File: src/design/mfd_regs.vh
// register map, field positions and reset values of the mic fault block
// assumes a 32-bit register bus with byte addresses in the low 8 bits
`ifndef MFD_REGS_VH
`define MFD_REGS_VH

// register byte offsets
`define MFD_CFG        8'h00
`define MFD_THR        8'h04
`define MFD_FLT        8'h08
`define MFD_SUM        8'h0c
`define MFD_LAT0       8'h10
`define MFD_LIVE0      8'h20
`define MFD_GLIVE      8'h30
`define MFD_ISTAT      8'h34
`define MFD_IMASK      8'h38

// configuration fields
`define MFD_CFG_MODE   0
`define MFD_CFG_PD_LO  3
`define MFD_CFG_PD_HI  4
`define MFD_CFG_OTEN   5
`define MFD_CFG_W      6
`define MFD_CFG_RST    6'h21

// threshold fields
`define MFD_THR_BAT    0
`define MFD_THR_TERM   4
`define MFD_THR_GND    8
`define MFD_THR_BIAS   12
`define MFD_THR_FDB    16
`define MFD_THR_BDB    18
`define MFD_THR_W      19
`define MFD_THR_RST    19'h00000

// per-channel fault bits
`define MFD_B_OPEN     0
`define MFD_B_TERM     1
`define MFD_B_GNDP     2
`define MFD_B_GNDM     3
`define MFD_B_BIASP    4
`define MFD_B_BIASM    5
`define MFD_B_BATP     6
`define MFD_B_BATM     7
`define MFD_B_OVP      8
`define MFD_B_OVM      9
`define MFD_NB         10

// device fault status bits
`define MFD_F_OC       4
`define MFD_F_OT       5

// interrupt status bits
`define MFD_I_CH       0
`define MFD_I_OC       1
`define MFD_I_OT       2

// measurement slots: 2c positive, 2c+1 negative, then bias, battery
`define MFD_S_BIAS     8
`define MFD_S_BAT      9

// 11.7 V battery level on a 16 V full-scale 12-bit code
`define MFD_VBAT_HI_MV 11700
`define MFD_FS_MV      16000
// code of 11700 mV * 4095 / 16000 mV, truncated
`define MFD_VBAT_HI    12'd2994
`define MFD_THR_SHIFT  8
`define MFD_AVG_N      8
`define MFD_BDB_LONG   4'h8

`endif
File: src/design/mfd_avg.v
// eight-sample averager for the diagnostic converter results
// assumes samples of one slot arrive back to back, synchronous to clk_sys
`timescale 1ns/10ps
module mfd_avg #(
  parameter W  = 12,
  parameter SW = 4
) (
  // clock and reset
  input  wire          clk_sys,
  input  wire          nrst,
  // raw samples
  input  wire          in_valid,
  input  wire [SW-1:0] in_sel,
  input  wire [W-1:0]  in_data,
  // averaged result
  output reg           out_valid,
  output reg  [SW-1:0] out_sel,
  output reg  [W-1:0]  out_data
);

  reg  [W+2:0]  acc_q;
  reg  [2:0]    cnt_q;
  reg  [SW-1:0] sel_q;
  wire          fresh = (cnt_q == 3'h0) || (in_sel != sel_q);
  wire [W+2:0]  sum   = acc_q + {3'h0, in_data};

  always @(posedge clk_sys or negedge nrst) begin
    if (!nrst) begin
      acc_q     <= {(W+3){1'b0}};
      cnt_q     <= 3'h0;
      sel_q     <= {SW{1'b0}};
      out_valid <= 1'b0;
      out_sel   <= {SW{1'b0}};
      out_data  <= {W{1'b0}};
    end else begin
      out_valid <= 1'b0;
      if (in_valid) begin
        if (fresh) begin
          // slot change restarts the run
          acc_q <= {3'h0, in_data};
          cnt_q <= 3'h1;
          sel_q <= in_sel;
        end else if (cnt_q == 3'h7) begin
          out_valid <= 1'b1;
          out_sel   <= sel_q;
          out_data  <= sum[W+2:3];
          cnt_q     <= 3'h0;
        end else begin
          acc_q <= sum;
          cnt_q <= cnt_q + 3'h1;
        end
      end
    end
  end

endmodule

File: src/design/mfd_diag.v
// microphone input fault classification, latching and reporting
// assumes a scanning converter delivering slot-tagged samples, AXI4-Lite host
`timescale 1ns/10ps
`include "mfd_regs.vh"

module mfd_diag #(
  parameter NCH = 4,
  parameter W   = 12
) (
  // clock and reset
  input  wire          clk_sys,
  input  wire          nrst,
  // register bus write
  input  wire [7:0]    s_axi_awaddr,
  input  wire          s_axi_awvalid,
  output reg           s_axi_awready,
  input  wire [31:0]   s_axi_wdata,
  input  wire [3:0]    s_axi_wstrb,
  input  wire          s_axi_wvalid,
  output reg           s_axi_wready,
  output reg  [1:0]    s_axi_bresp,
  output reg           s_axi_bvalid,
  input  wire          s_axi_bready,
  // register bus read
  input  wire [7:0]    s_axi_araddr,
  input  wire          s_axi_arvalid,
  output reg           s_axi_arready,
  output reg  [31:0]   s_axi_rdata,
  output reg  [1:0]    s_axi_rresp,
  output reg           s_axi_rvalid,
  input  wire          s_axi_rready,
  // diagnostic converter samples
  input  wire          smp_valid,
  input  wire [3:0]    smp_sel,
  input  wire [W-1:0]  smp_data,
  // analog detectors
  input  wire          oc_det,
  input  wire          ot_det,
  // host interrupt and power control
  output reg           irq,
  output reg           pd_bias,
  output reg           pd_boost,
  output reg           pd_adc
);

  localparam NF = NCH * `MFD_NB;

  function ok_addr;
    input [7:0] a;
    begin
      ok_addr = (a[7:2] <= (`MFD_IMASK >> 2));
    end
  endfunction

  function [W-1:0] thr;
    input [3:0] f;
    begin
      thr = {f, {(W-4){1'b0}}} >> (W - 4 - `MFD_THR_SHIFT);
    end
  endfunction

  function [W-1:0] adiff;
    input [W-1:0] a;
    input [W-1:0] b;
    begin
      adiff = (a > b) ? (a - b) : (b - a);
    end
  endfunction

  function [31:0] bmask;
    input [3:0] s;
    begin
      bmask = {{8{s[3]}}, {8{s[2]}}, {8{s[1]}}, {8{s[0]}}};
    end
  endfunction

  // control registers
  reg  [`MFD_CFG_W-1:0] cfg_q;
  reg  [`MFD_THR_W-1:0] thr_q;
  reg  [2:0]            mask_q;
  reg  [2:0]            stat_q;

  // measurement and fault state
  reg  [W-1:0]          meas_q [0:9];
  reg                   eval_q;
  reg  [NF-1:0]         live_q;
  reg  [NF-1:0]         lat_q;
  reg  [NF-1:0]         pers_q;
  reg  [1:0]            glv_q;
  reg  [1:0]            glat_q;
  wire [NF-1:0]         raw;
  wire [NF-1:0]         pers;
  wire [NF-1:0]         lat_clr;

  // bus state
  reg                   aw_have_q;
  reg  [7:0]            awaddr_q;
  reg                   w_have_q;
  reg  [31:0]           wdata_q;
  reg  [3:0]            wstrb_q;

  wire                  avg_valid;
  wire [3:0]            avg_sel;
  wire [W-1:0]          avg_data;

  mfd_avg #(
    .W  (W),
    .SW (4)
  ) u_avg (
    .clk_sys   (clk_sys),
    .nrst      (nrst),
    .in_valid  (smp_valid),
    .in_sel    (smp_sel),
    .in_data   (smp_data),
    .out_valid (avg_valid),
    .out_sel   (avg_sel),
    .out_data  (avg_data)
  );

  integer k;

  // battery slot closes a sweep
  always @(posedge clk_sys or negedge nrst) begin
    if (!nrst) begin
      eval_q <= 1'b0;
      for (k = 0; k < 10; k = k + 1)
        meas_q[k] <= {W{1'b0}};
    end else begin
      eval_q <= avg_valid && (avg_sel == `MFD_S_BAT);
      if (avg_valid && (avg_sel <= `MFD_S_BAT))
        meas_q[avg_sel] <= avg_data;
    end
  end

  wire [W-1:0] vb = meas_q[`MFD_S_BIAS];
  wire [W-1:0] vv = meas_q[`MFD_S_BAT];
  wire         vv_hi = vv > `MFD_VBAT_HI;
  wire [W-1:0] t_term = thr(thr_q[`MFD_THR_TERM+3:`MFD_THR_TERM]);
  wire [W-1:0] t_bat  = thr(thr_q[`MFD_THR_BAT+3:`MFD_THR_BAT]);
  wire [W-1:0] t_gnd  = thr(thr_q[`MFD_THR_GND+3:`MFD_THR_GND]);
  wire [W-1:0] t_bias = thr(thr_q[`MFD_THR_BIAS+3:`MFD_THR_BIAS]);
  wire         mode   = cfg_q[`MFD_CFG_MODE];

  genvar c;
  genvar i;
  generate
    for (c = 0; c < NCH; c = c + 1) begin : g_ch
      wire [W-1:0] vp = meas_q[2*c];
      wire [W-1:0] vm = meas_q[2*c+1];
      localparam B = c * `MFD_NB;
      assign raw[B+`MFD_B_GNDP] = vp < t_gnd;
      assign raw[B+`MFD_B_GNDM] = vm < t_gnd;
      assign raw[B+`MFD_B_BIASP] = (vb >= vp) && ((vb - vp) < t_bias);
      assign raw[B+`MFD_B_BIASM] = (vb >= vm) && ((vb - vm) < t_bias);
      assign raw[B+`MFD_B_OPEN] = raw[B+`MFD_B_BIASP] && raw[B+`MFD_B_GNDM];
      assign raw[B+`MFD_B_TERM] = adiff(vp, vm) < t_term;
      assign raw[B+`MFD_B_BATP] = (adiff(vv, vp) < t_bat)
                                || (vv_hi && (vp > `MFD_VBAT_HI));
      assign raw[B+`MFD_B_BATM] = (adiff(vv, vm) < t_bat)
                                || (vv_hi && (vm > `MFD_VBAT_HI));
      assign raw[B+`MFD_B_OVP] = vp > vb;
      assign raw[B+`MFD_B_OVM] = vm > vb;
      assign lat_clr[B+`MFD_NB-1:B] =
        (s_axi_arvalid && s_axi_arready && (s_axi_araddr[7:2] ==
         ((`MFD_LAT0 >> 2) + c))) ?
        (mode ? ~live_q[B+`MFD_NB-1:B] : {`MFD_NB{1'b1}}) :
        {`MFD_NB{1'b0}};
    end

    for (i = 0; i < NF; i = i + 1) begin : g_db
      localparam BAT = ((i % `MFD_NB) == `MFD_B_BATP) ||
                       ((i % `MFD_NB) == `MFD_B_BATM);
      reg  [3:0] pcnt_q;
      wire [3:0] need;
      if (BAT) begin : g_bat
        assign need = thr_q[`MFD_THR_BDB] ? `MFD_BDB_LONG : 4'h1;
      end else begin : g_gen
        assign need = {2'h0, thr_q[`MFD_THR_FDB+1:`MFD_THR_FDB]} + 4'h1;
      end
      always @(posedge clk_sys or negedge nrst) begin
        if (!nrst)
          pcnt_q <= 4'h0;
        else if (eval_q)
          pcnt_q <= raw[i] ? ((pcnt_q == `MFD_BDB_LONG) ? pcnt_q : pcnt_q + 4'h1)
                           : 4'h0;
      end
      assign pers[i] = pcnt_q >= need;
    end
  endgenerate

  // fault event edges
  wire [NF-1:0] lset  = pers & ~pers_q;
  wire [1:0]    glv_d = {ot_det & cfg_q[`MFD_CFG_OTEN], oc_det};
  wire [1:0]    gset  = glv_d & ~glv_q;
  wire          g_rd  = s_axi_arvalid && s_axi_arready &&
                        (s_axi_araddr[7:2] == (`MFD_FLT >> 2));
  wire [1:0]    gclr  = g_rd ? (mode ? ~glv_q : 2'h3) : 2'h0;
  wire [NF-1:0] lat_d = (lat_q & ~lat_clr) | lset;
  wire [1:0]    glat_d = (glat_q & ~gclr) | gset;

  always @(posedge clk_sys or negedge nrst) begin
    if (!nrst) begin
      live_q <= {NF{1'b0}};
      pers_q <= {NF{1'b0}};
      glv_q  <= 2'h0;
    end else begin
      if (eval_q)
        live_q <= raw;
      pers_q <= pers;
      glv_q  <= glv_d;
    end
  end

  always @(posedge clk_sys or negedge nrst) begin
    if (!nrst) begin
      lat_q  <= {NF{1'b0}};
      glat_q <= 2'h0;
    end else begin
      lat_q  <= lat_d;
      glat_q <= glat_d;
    end
  end

  // write channel
  wire        aw_take = s_axi_awvalid && s_axi_awready;
  wire        w_take  = s_axi_wvalid && s_axi_wready;
  wire        do_wr   = aw_have_q && w_have_q && !s_axi_bvalid;
  wire        aw_have_d = aw_take || (aw_have_q && !do_wr);
  wire        w_have_d  = w_take || (w_have_q && !do_wr);
  wire        bvalid_d  = do_wr || (s_axi_bvalid && !s_axi_bready);
  wire [31:0] wm = bmask(wstrb_q);
  wire [5:0]  wa = awaddr_q[7:2];
  wire        wr_cfg = do_wr && (wa == (`MFD_CFG >> 2));
  wire        wr_thr = do_wr && (wa == (`MFD_THR >> 2));
  wire        wr_ist = do_wr && (wa == (`MFD_ISTAT >> 2));
  wire        wr_msk = do_wr && (wa == (`MFD_IMASK >> 2));
  wire [31:0] cfg_n = ({26'h0, cfg_q} & ~wm) | (wdata_q & wm);
  wire [31:0] thr_n = ({13'h0, thr_q} & ~wm) | (wdata_q & wm);
  wire [31:0] msk_n = ({29'h0, mask_q} & ~wm) | (wdata_q & wm);
  wire [2:0]  w1c   = wr_ist ? (wdata_q[2:0] & wm[2:0]) : 3'h0;

  always @(posedge clk_sys or negedge nrst) begin
    if (!nrst) begin
      aw_have_q     <= 1'b0;
      awaddr_q      <= 8'h00;
      w_have_q      <= 1'b0;
      wdata_q       <= 32'h0000_0000;
      wstrb_q       <= 4'h0;
      s_axi_awready <= 1'b0;
      s_axi_wready  <= 1'b0;
      s_axi_bvalid  <= 1'b0;
      s_axi_bresp   <= 2'h0;
      cfg_q         <= `MFD_CFG_RST;
      thr_q         <= `MFD_THR_RST;
      mask_q        <= 3'h0;
    end else begin
      aw_have_q     <= aw_have_d;
      w_have_q      <= w_have_d;
      s_axi_bvalid  <= bvalid_d;
      s_axi_awready <= !aw_have_d && !bvalid_d;
      s_axi_wready  <= !w_have_d && !bvalid_d;
      if (aw_take)
        awaddr_q <= s_axi_awaddr;
      if (w_take) begin
        wdata_q <= s_axi_wdata;
        wstrb_q <= s_axi_wstrb;
      end
      if (do_wr)
        s_axi_bresp <= ok_addr(awaddr_q) ? 2'h0 : 2'h2;
      if (wr_cfg)
        cfg_q <= cfg_n[`MFD_CFG_W-1:0];
      if (wr_thr)
        thr_q <= thr_n[`MFD_THR_W-1:0];
      if (wr_msk)
        mask_q <= msk_n[2:0];
    end
  end

  // read channel
  reg  [31:0] rd_mux;
  integer     j;
  always @* begin
    rd_mux = 32'h0000_0000;
    case (s_axi_araddr[7:2])
      (`MFD_CFG >> 2):   rd_mux = {26'h0, cfg_q};
      (`MFD_THR >> 2):   rd_mux = {13'h0, thr_q};
      (`MFD_FLT >> 2):   rd_mux = {26'h0, glat_q, 4'h0};
      (`MFD_GLIVE >> 2): rd_mux = {26'h0, glv_q, 4'h0};
      (`MFD_SUM >> 2): begin
        for (j = 0; j < NCH; j = j + 1)
          rd_mux[j] = |lat_q[j*`MFD_NB +: `MFD_NB];
      end
      (`MFD_ISTAT >> 2): rd_mux = {29'h0, stat_q};
      (`MFD_IMASK >> 2): rd_mux = {29'h0, mask_q};
      default: begin
        for (j = 0; j < NCH; j = j + 1) begin
          if (s_axi_araddr[7:2] == ((`MFD_LAT0 >> 2) + j))
            rd_mux[`MFD_NB-1:0] = lat_q[j*`MFD_NB +: `MFD_NB];
          if (s_axi_araddr[7:2] == ((`MFD_LIVE0 >> 2) + j))
            rd_mux[`MFD_NB-1:0] = live_q[j*`MFD_NB +: `MFD_NB];
        end
      end
    endcase
  end

  always @(posedge clk_sys or negedge nrst) begin
    if (!nrst) begin
      s_axi_arready <= 1'b0;
      s_axi_rvalid  <= 1'b0;
      s_axi_rdata   <= 32'h0000_0000;
      s_axi_rresp   <= 2'h0;
    end else if (s_axi_arvalid && s_axi_arready) begin
      s_axi_arready <= 1'b0;
      s_axi_rvalid  <= 1'b1;
      s_axi_rdata   <= rd_mux;
      s_axi_rresp   <= ok_addr(s_axi_araddr) ? 2'h0 : 2'h2;
    end else if (s_axi_rvalid && s_axi_rready) begin
      s_axi_rvalid  <= 1'b0;
      s_axi_arready <= 1'b1;
    end else if (!s_axi_rvalid) begin
      s_axi_arready <= 1'b1;
    end
  end

  wire [2:0] sset = {gset[1] & ~glat_q[1], gset[0] & ~glat_q[0],
                     |(lset & ~lat_q)};
  wire [2:0] stat_d = (stat_q & ~w1c) | sset;

  wire       ot_flt = glat_q[1];
  wire [1:0] pdsel  = cfg_q[`MFD_CFG_PD_HI:`MFD_CFG_PD_LO];

  always @(posedge clk_sys or negedge nrst) begin
    if (!nrst) begin
      stat_q   <= 3'h0;
      irq      <= 1'b0;
      pd_bias  <= 1'b0;
      pd_boost <= 1'b0;
      pd_adc   <= 1'b0;
    end else begin
      stat_q   <= stat_d;
      irq      <= |(stat_d & mask_q);
      pd_bias  <= ot_flt && (pdsel != 2'h0);
      pd_boost <= ot_flt && (pdsel != 2'h0);
      pd_adc   <= ot_flt && pdsel[1];
    end
  end

endmodule

File: config.mk
export PLATFORM = sky130hd
export DESIGN_NAME = mfd_diag
export DESIGN_NICKNAME = d
export VERILOG_FILES = /design/src/design/mfd_avg.v /design/src/design/mfd_diag.v
export VERILOG_INCLUDE_DIRS = /design/src /design/src/design
export SDC_FILE = /design/constraint.sdc
export NUM_CORES = 2
export LEC_CHECK = 0
export BUFFER_PORTS_ARGS = -buffer_cell sky130_fd_sc_hd__buf_2
export CORE_MARGIN = 2
export CORE_UTILIZATION = 55
export CTS_BUF_LIST = sky130_fd_sc_hd__clkbuf_2
export DETAILED_ROUTE_END_ITERATION = 10
export GPL_TIMING_DRIVEN = 0
export PLACE_DENSITY_LB_ADDON = 0.25
export SKIP_CTS_REPAIR_TIMING = 1
export SYNTH_ARGS = -nofsm -noshare
export SYNTH_HDL_FRONTEND = slang
export SYNTH_SLANG_ARGS = --single-unit
export TNS_END_PERCENT = 50
File: constraint.sdc
create_clock -name clk_sys -period 5.6 [get_ports clk_sys]
set_input_delay 1.4 -clock clk_sys [delete_from_list [all_inputs] [get_ports clk_sys]]
set_output_delay 1.4 -clock clk_sys [all_outputs]
set_load 0.02 [all_outputs]
==> results_dict.tcl <==
set metrics [dict create \
    grt_use_total_pct 31.6 \
    finalHoldWorstSlack_ps 18.6 \
    die_h_um 272 \
    grt_pass1_wl_mm 182 \
    crit_type "flop to flop" \
    p_per_area_nw_per_um2 251 \
    die_w_um 272 \
    intPower_w 0.00654 \
    route.detailed.drc 0 \
    io_buffers 88 \
    path_cells "clkinvlp_4 > buf_12 > ha_1 > nand4_1 > or3_1 > a21o_1 > a32oi_1 > a221oi_1 > o21ai_0 > xor2_1 > ha_1 > a2111oi_0 > mux2_2 > o21ai_1 > o21ai_0 > mux2_2" \
    hp-class "primary input to async pin" \
    syn2layout_area_growth_pct 8.55 \
    avgSynthCellArea_sq_um 9.40 \
    cts_buffers 146 \
    synth.area.top_cells "dfrtp_1, ha_1, o21ai_0, mux2_2, inv_1" \
    yosys_register_bits 534 \
    startpoint_type "flop" \
    slowest_delay_ps 780 \
    cts_sinks 534 \
    fin_crit_sh_pct 96.8 \
    layout-drive-gt1-share_pct 12.2 \
    drt_iter0_markers 2964 \
    async_flop_share_pct 100 \
    r2r_cells 16 \
    r2r_start "vv[10]" \
    grt_pass1_vias 32100 \
    final_common_cell "ha_1" \
    synth_top_family_by_area "adder cells" \
    drv_cap 0 \
    final_nets 5213 \
    worstMarginPinSlew_ps 1330 \
    synthSimpleGateAreaFrac_pct 13.8 \
    finalSetupViolCount 0 \
    synth_xor_area_share_pct 1.93 \
    status "finished, violations left" \
    clock_path_buffers 3 \
    die_area_sq_um 73900 \
    grt_overflow_total 0 \
    wl_per_cell_um 21.3 \
    grt_start_max_net_pins 112 \
    cts_tree "built" \
    worstSetupEndpointType "flop" \
    cp.arrival_ps 6720 \
    synth-edff-count 0 \
    skew_ps 109 \
    power.switching_fraction_pct 39.0 \
    antenna_found_initial 4 \
    initial_utilization_pct 55.4 \
    clk_latency_ps 1400 \
    yosysTopAreaCell "dfrtp_1" \
    peakVddDrop_mv 0.156 \
    layout_common_cells "ha_1, dfrtp_1, o21ai_0" \
    ys_seq_area_share_pct 33.9 \
    first_pass_iters 8 \
    finalHoldViolations 0 \
    synth-adder-area-share_pct 21.1 \
    fin_util_pct 60.1 \
    layout_setup_ws_ps 179 \
    p_seq_share_pct 42.7 \
    failed_checks "antenna rules" \
    place_ws_ps 5.66 \
    vias_per_cell 6.07 \
    pwr-share-comb_pct 30.3 \
    yosys_warnings 0 \
    startpoint "vv[10]" \
    rows 98 \
    cts-root-buf "clkbuf_2" \
    clockPowerShare_pct 27.0 \
    vias 33600 \
    cp_slowest_cell "dfrtp_1" \
    min_period_ps 5420 \
    reg2reg_slack_ps 180 \
    coreArea_sq_um 71200 \
    r2r_end "g_db[27].pcnt_q[0]" \
    relSlewSlack_pct 10.3 \
    io_pins 123 \
    path_max_fanout 9 \
    power.switching_w 0.00419 \
    p_leak_nw 21.2 \
    totalWireLength_mm 118 \
    ys.flop_type "dfrtp_1" \
    synth.top_cell.area_share_pct 33.7 \
    fmax_ghz 0.184 \
    synthCells 4197 \
    ant_nets 1 \
    netlist_area_sq_um 39500 \
    htree_num_levels 4 \
    finalMaxSlewViolations 0 \
    path_clk_slew_ps 100 \
    synth_mux_area_share_pct 5.34 \
    dp_hpwl_mm 89.9 \
    required_ps 6900 \
    gp_congestion 0.984 \
    synth-compound-area-share_pct 19.4 \
    ys_types 85 \
]
[stage by stage]
stage	total power, W	std cells	area, sq um	TNS (ps)
2_1_floorplan	0.00650	4211	39500	0
3_3_place_gp	0.00769	5249	41100	-4322040
3_5_place_dp	0.00781	5256	41300	0
4_1_cts	0.0107	5499	42600	0
5_1_grt	0.0113	5519	42800	-65.7
6_report	0.0107	5525	42800	0
[worst max-delay path: cells and delay by family, from the launching register on]
kind	cells	cell delay [ps]
AOI/OAI and AO/OA	7	1990
xor gates and xnor gates	1	120
adders and majority gates	2	680
buffers and inverters	2	530
DFF	1	780
muxes	2	610
and+or+nand+nor	2	640
[power groups by stage]
stage | sequential [W] | combinational, W | clock [W]
finish | 0.00459 | 0.00325 | 0.00290
global route | 0.00462 | 0.00355 | 0.00315
CTS | 0.00458 | 0.00318 | 0.00295
detailed placement | 0.00465 | 0.00316 | 0
global placement | 0.00464 | 0.00304 | 0
floorplan | 0.00456 | 0.00194 | 0
[sequential cells by signal, summed over array words and instances, names as in the netlist, 2 cells and up, named ones only]
name,flops
g_db.pcnt_q,160
g_ch.vm,48
g_ch.vp,48
lat_q,40
live_q,40
pers_q,40
s_axi_rdata,19
wdata_q,19
u_avg.acc_q,15
u_avg.out_data,12
vb,12
vv,12
awaddr_q,6
u_avg.out_sel,4
u_avg.sel_q,4
stat_q,3
u_avg.cnt_q,3
wstrb_q,3
glat_q,2
glv_q,2
[worst max path at each step]
| stage | end | slack [ps] | cells past startpoint |
|---|---|---|---|
| after detailed placement | g_db[17].pcnt_q[0] | 6 | 17 |
| after global placement | g_ch[3].vm[1] | -8180 | 1 |
| final | g_db[27].pcnt_q[0] | 180 | 16 |
| after CTS | g_db[17].pcnt_q[0] | 20 | 17 |
| after global routing | g_db[16].pcnt_q[2] | -40 | 16 |
| after floorplan | g_db[36].pcnt_q[1] | 1300 | 18 |
[routing by layer]
layer	global-route usage (%)	part of all wire [%]	wire, um
met3	5.45	7.0	8250
met4	14.9	4.3	5100
met1	42.1	43	50400
met5	0	0	0
met2	50.3	46	53800
[synth_stat cells (10+ instances only)]
cell type / n
nand2b_1: 110
a22oi_1: 17
nor2b_1: 67
nor3_1: 52
o41ai_1: 11
mux2_2: 156
o211ai_1: 20
xor2_1: 30
a221oi_1: 18
and3_1: 40
inv_1: 355
o21bai_1: 15
o21ai_0: 375
nor2_1: 195
a31oi_1: 26
nand3_1: 87
and2_1: 19
mux2i_1: 35
or2_2: 11
nor4_1: 21
a21o_1: 122
xnor2_1: 57
ha_1: 664
and4_1: 14
o31ai_1: 17
a21oi_1: 242
a211o_1: 43
dfrtp_1: 532
clkbuf_1: 77
a211oi_1: 31
buf_1: 11
nand4_1: 47
nand2_1: 316
a22o_1: 46
o221ai_1: 10
a21boi_0: 17
a221o_1: 12
buf_4: 16
o21a_1: 57
nand3b_1: 43
nor3b_1: 11
o22ai_1: 32
[kinds of logic after synthesis]
family	after synthesis
compound gates	1186
simple gates	1073
buf+inv	460
xor+xnor	87
fa+ha+maj	665
flops	534
mux	191
other cells	1
[final cells by class]
cell class	count	area, sq um
inverters	356	1360
repair buffers	111	757
plain buffers	104	450
clock inverters	36	258
well taps	950	1190
multi-input cells	3217	24400
flip-flops and latches	534	13400
diodes	10	25.0
fillers	6245	28400
clock buffers	207	1040
Note: power is estimated with default switching activity, not from simulation.
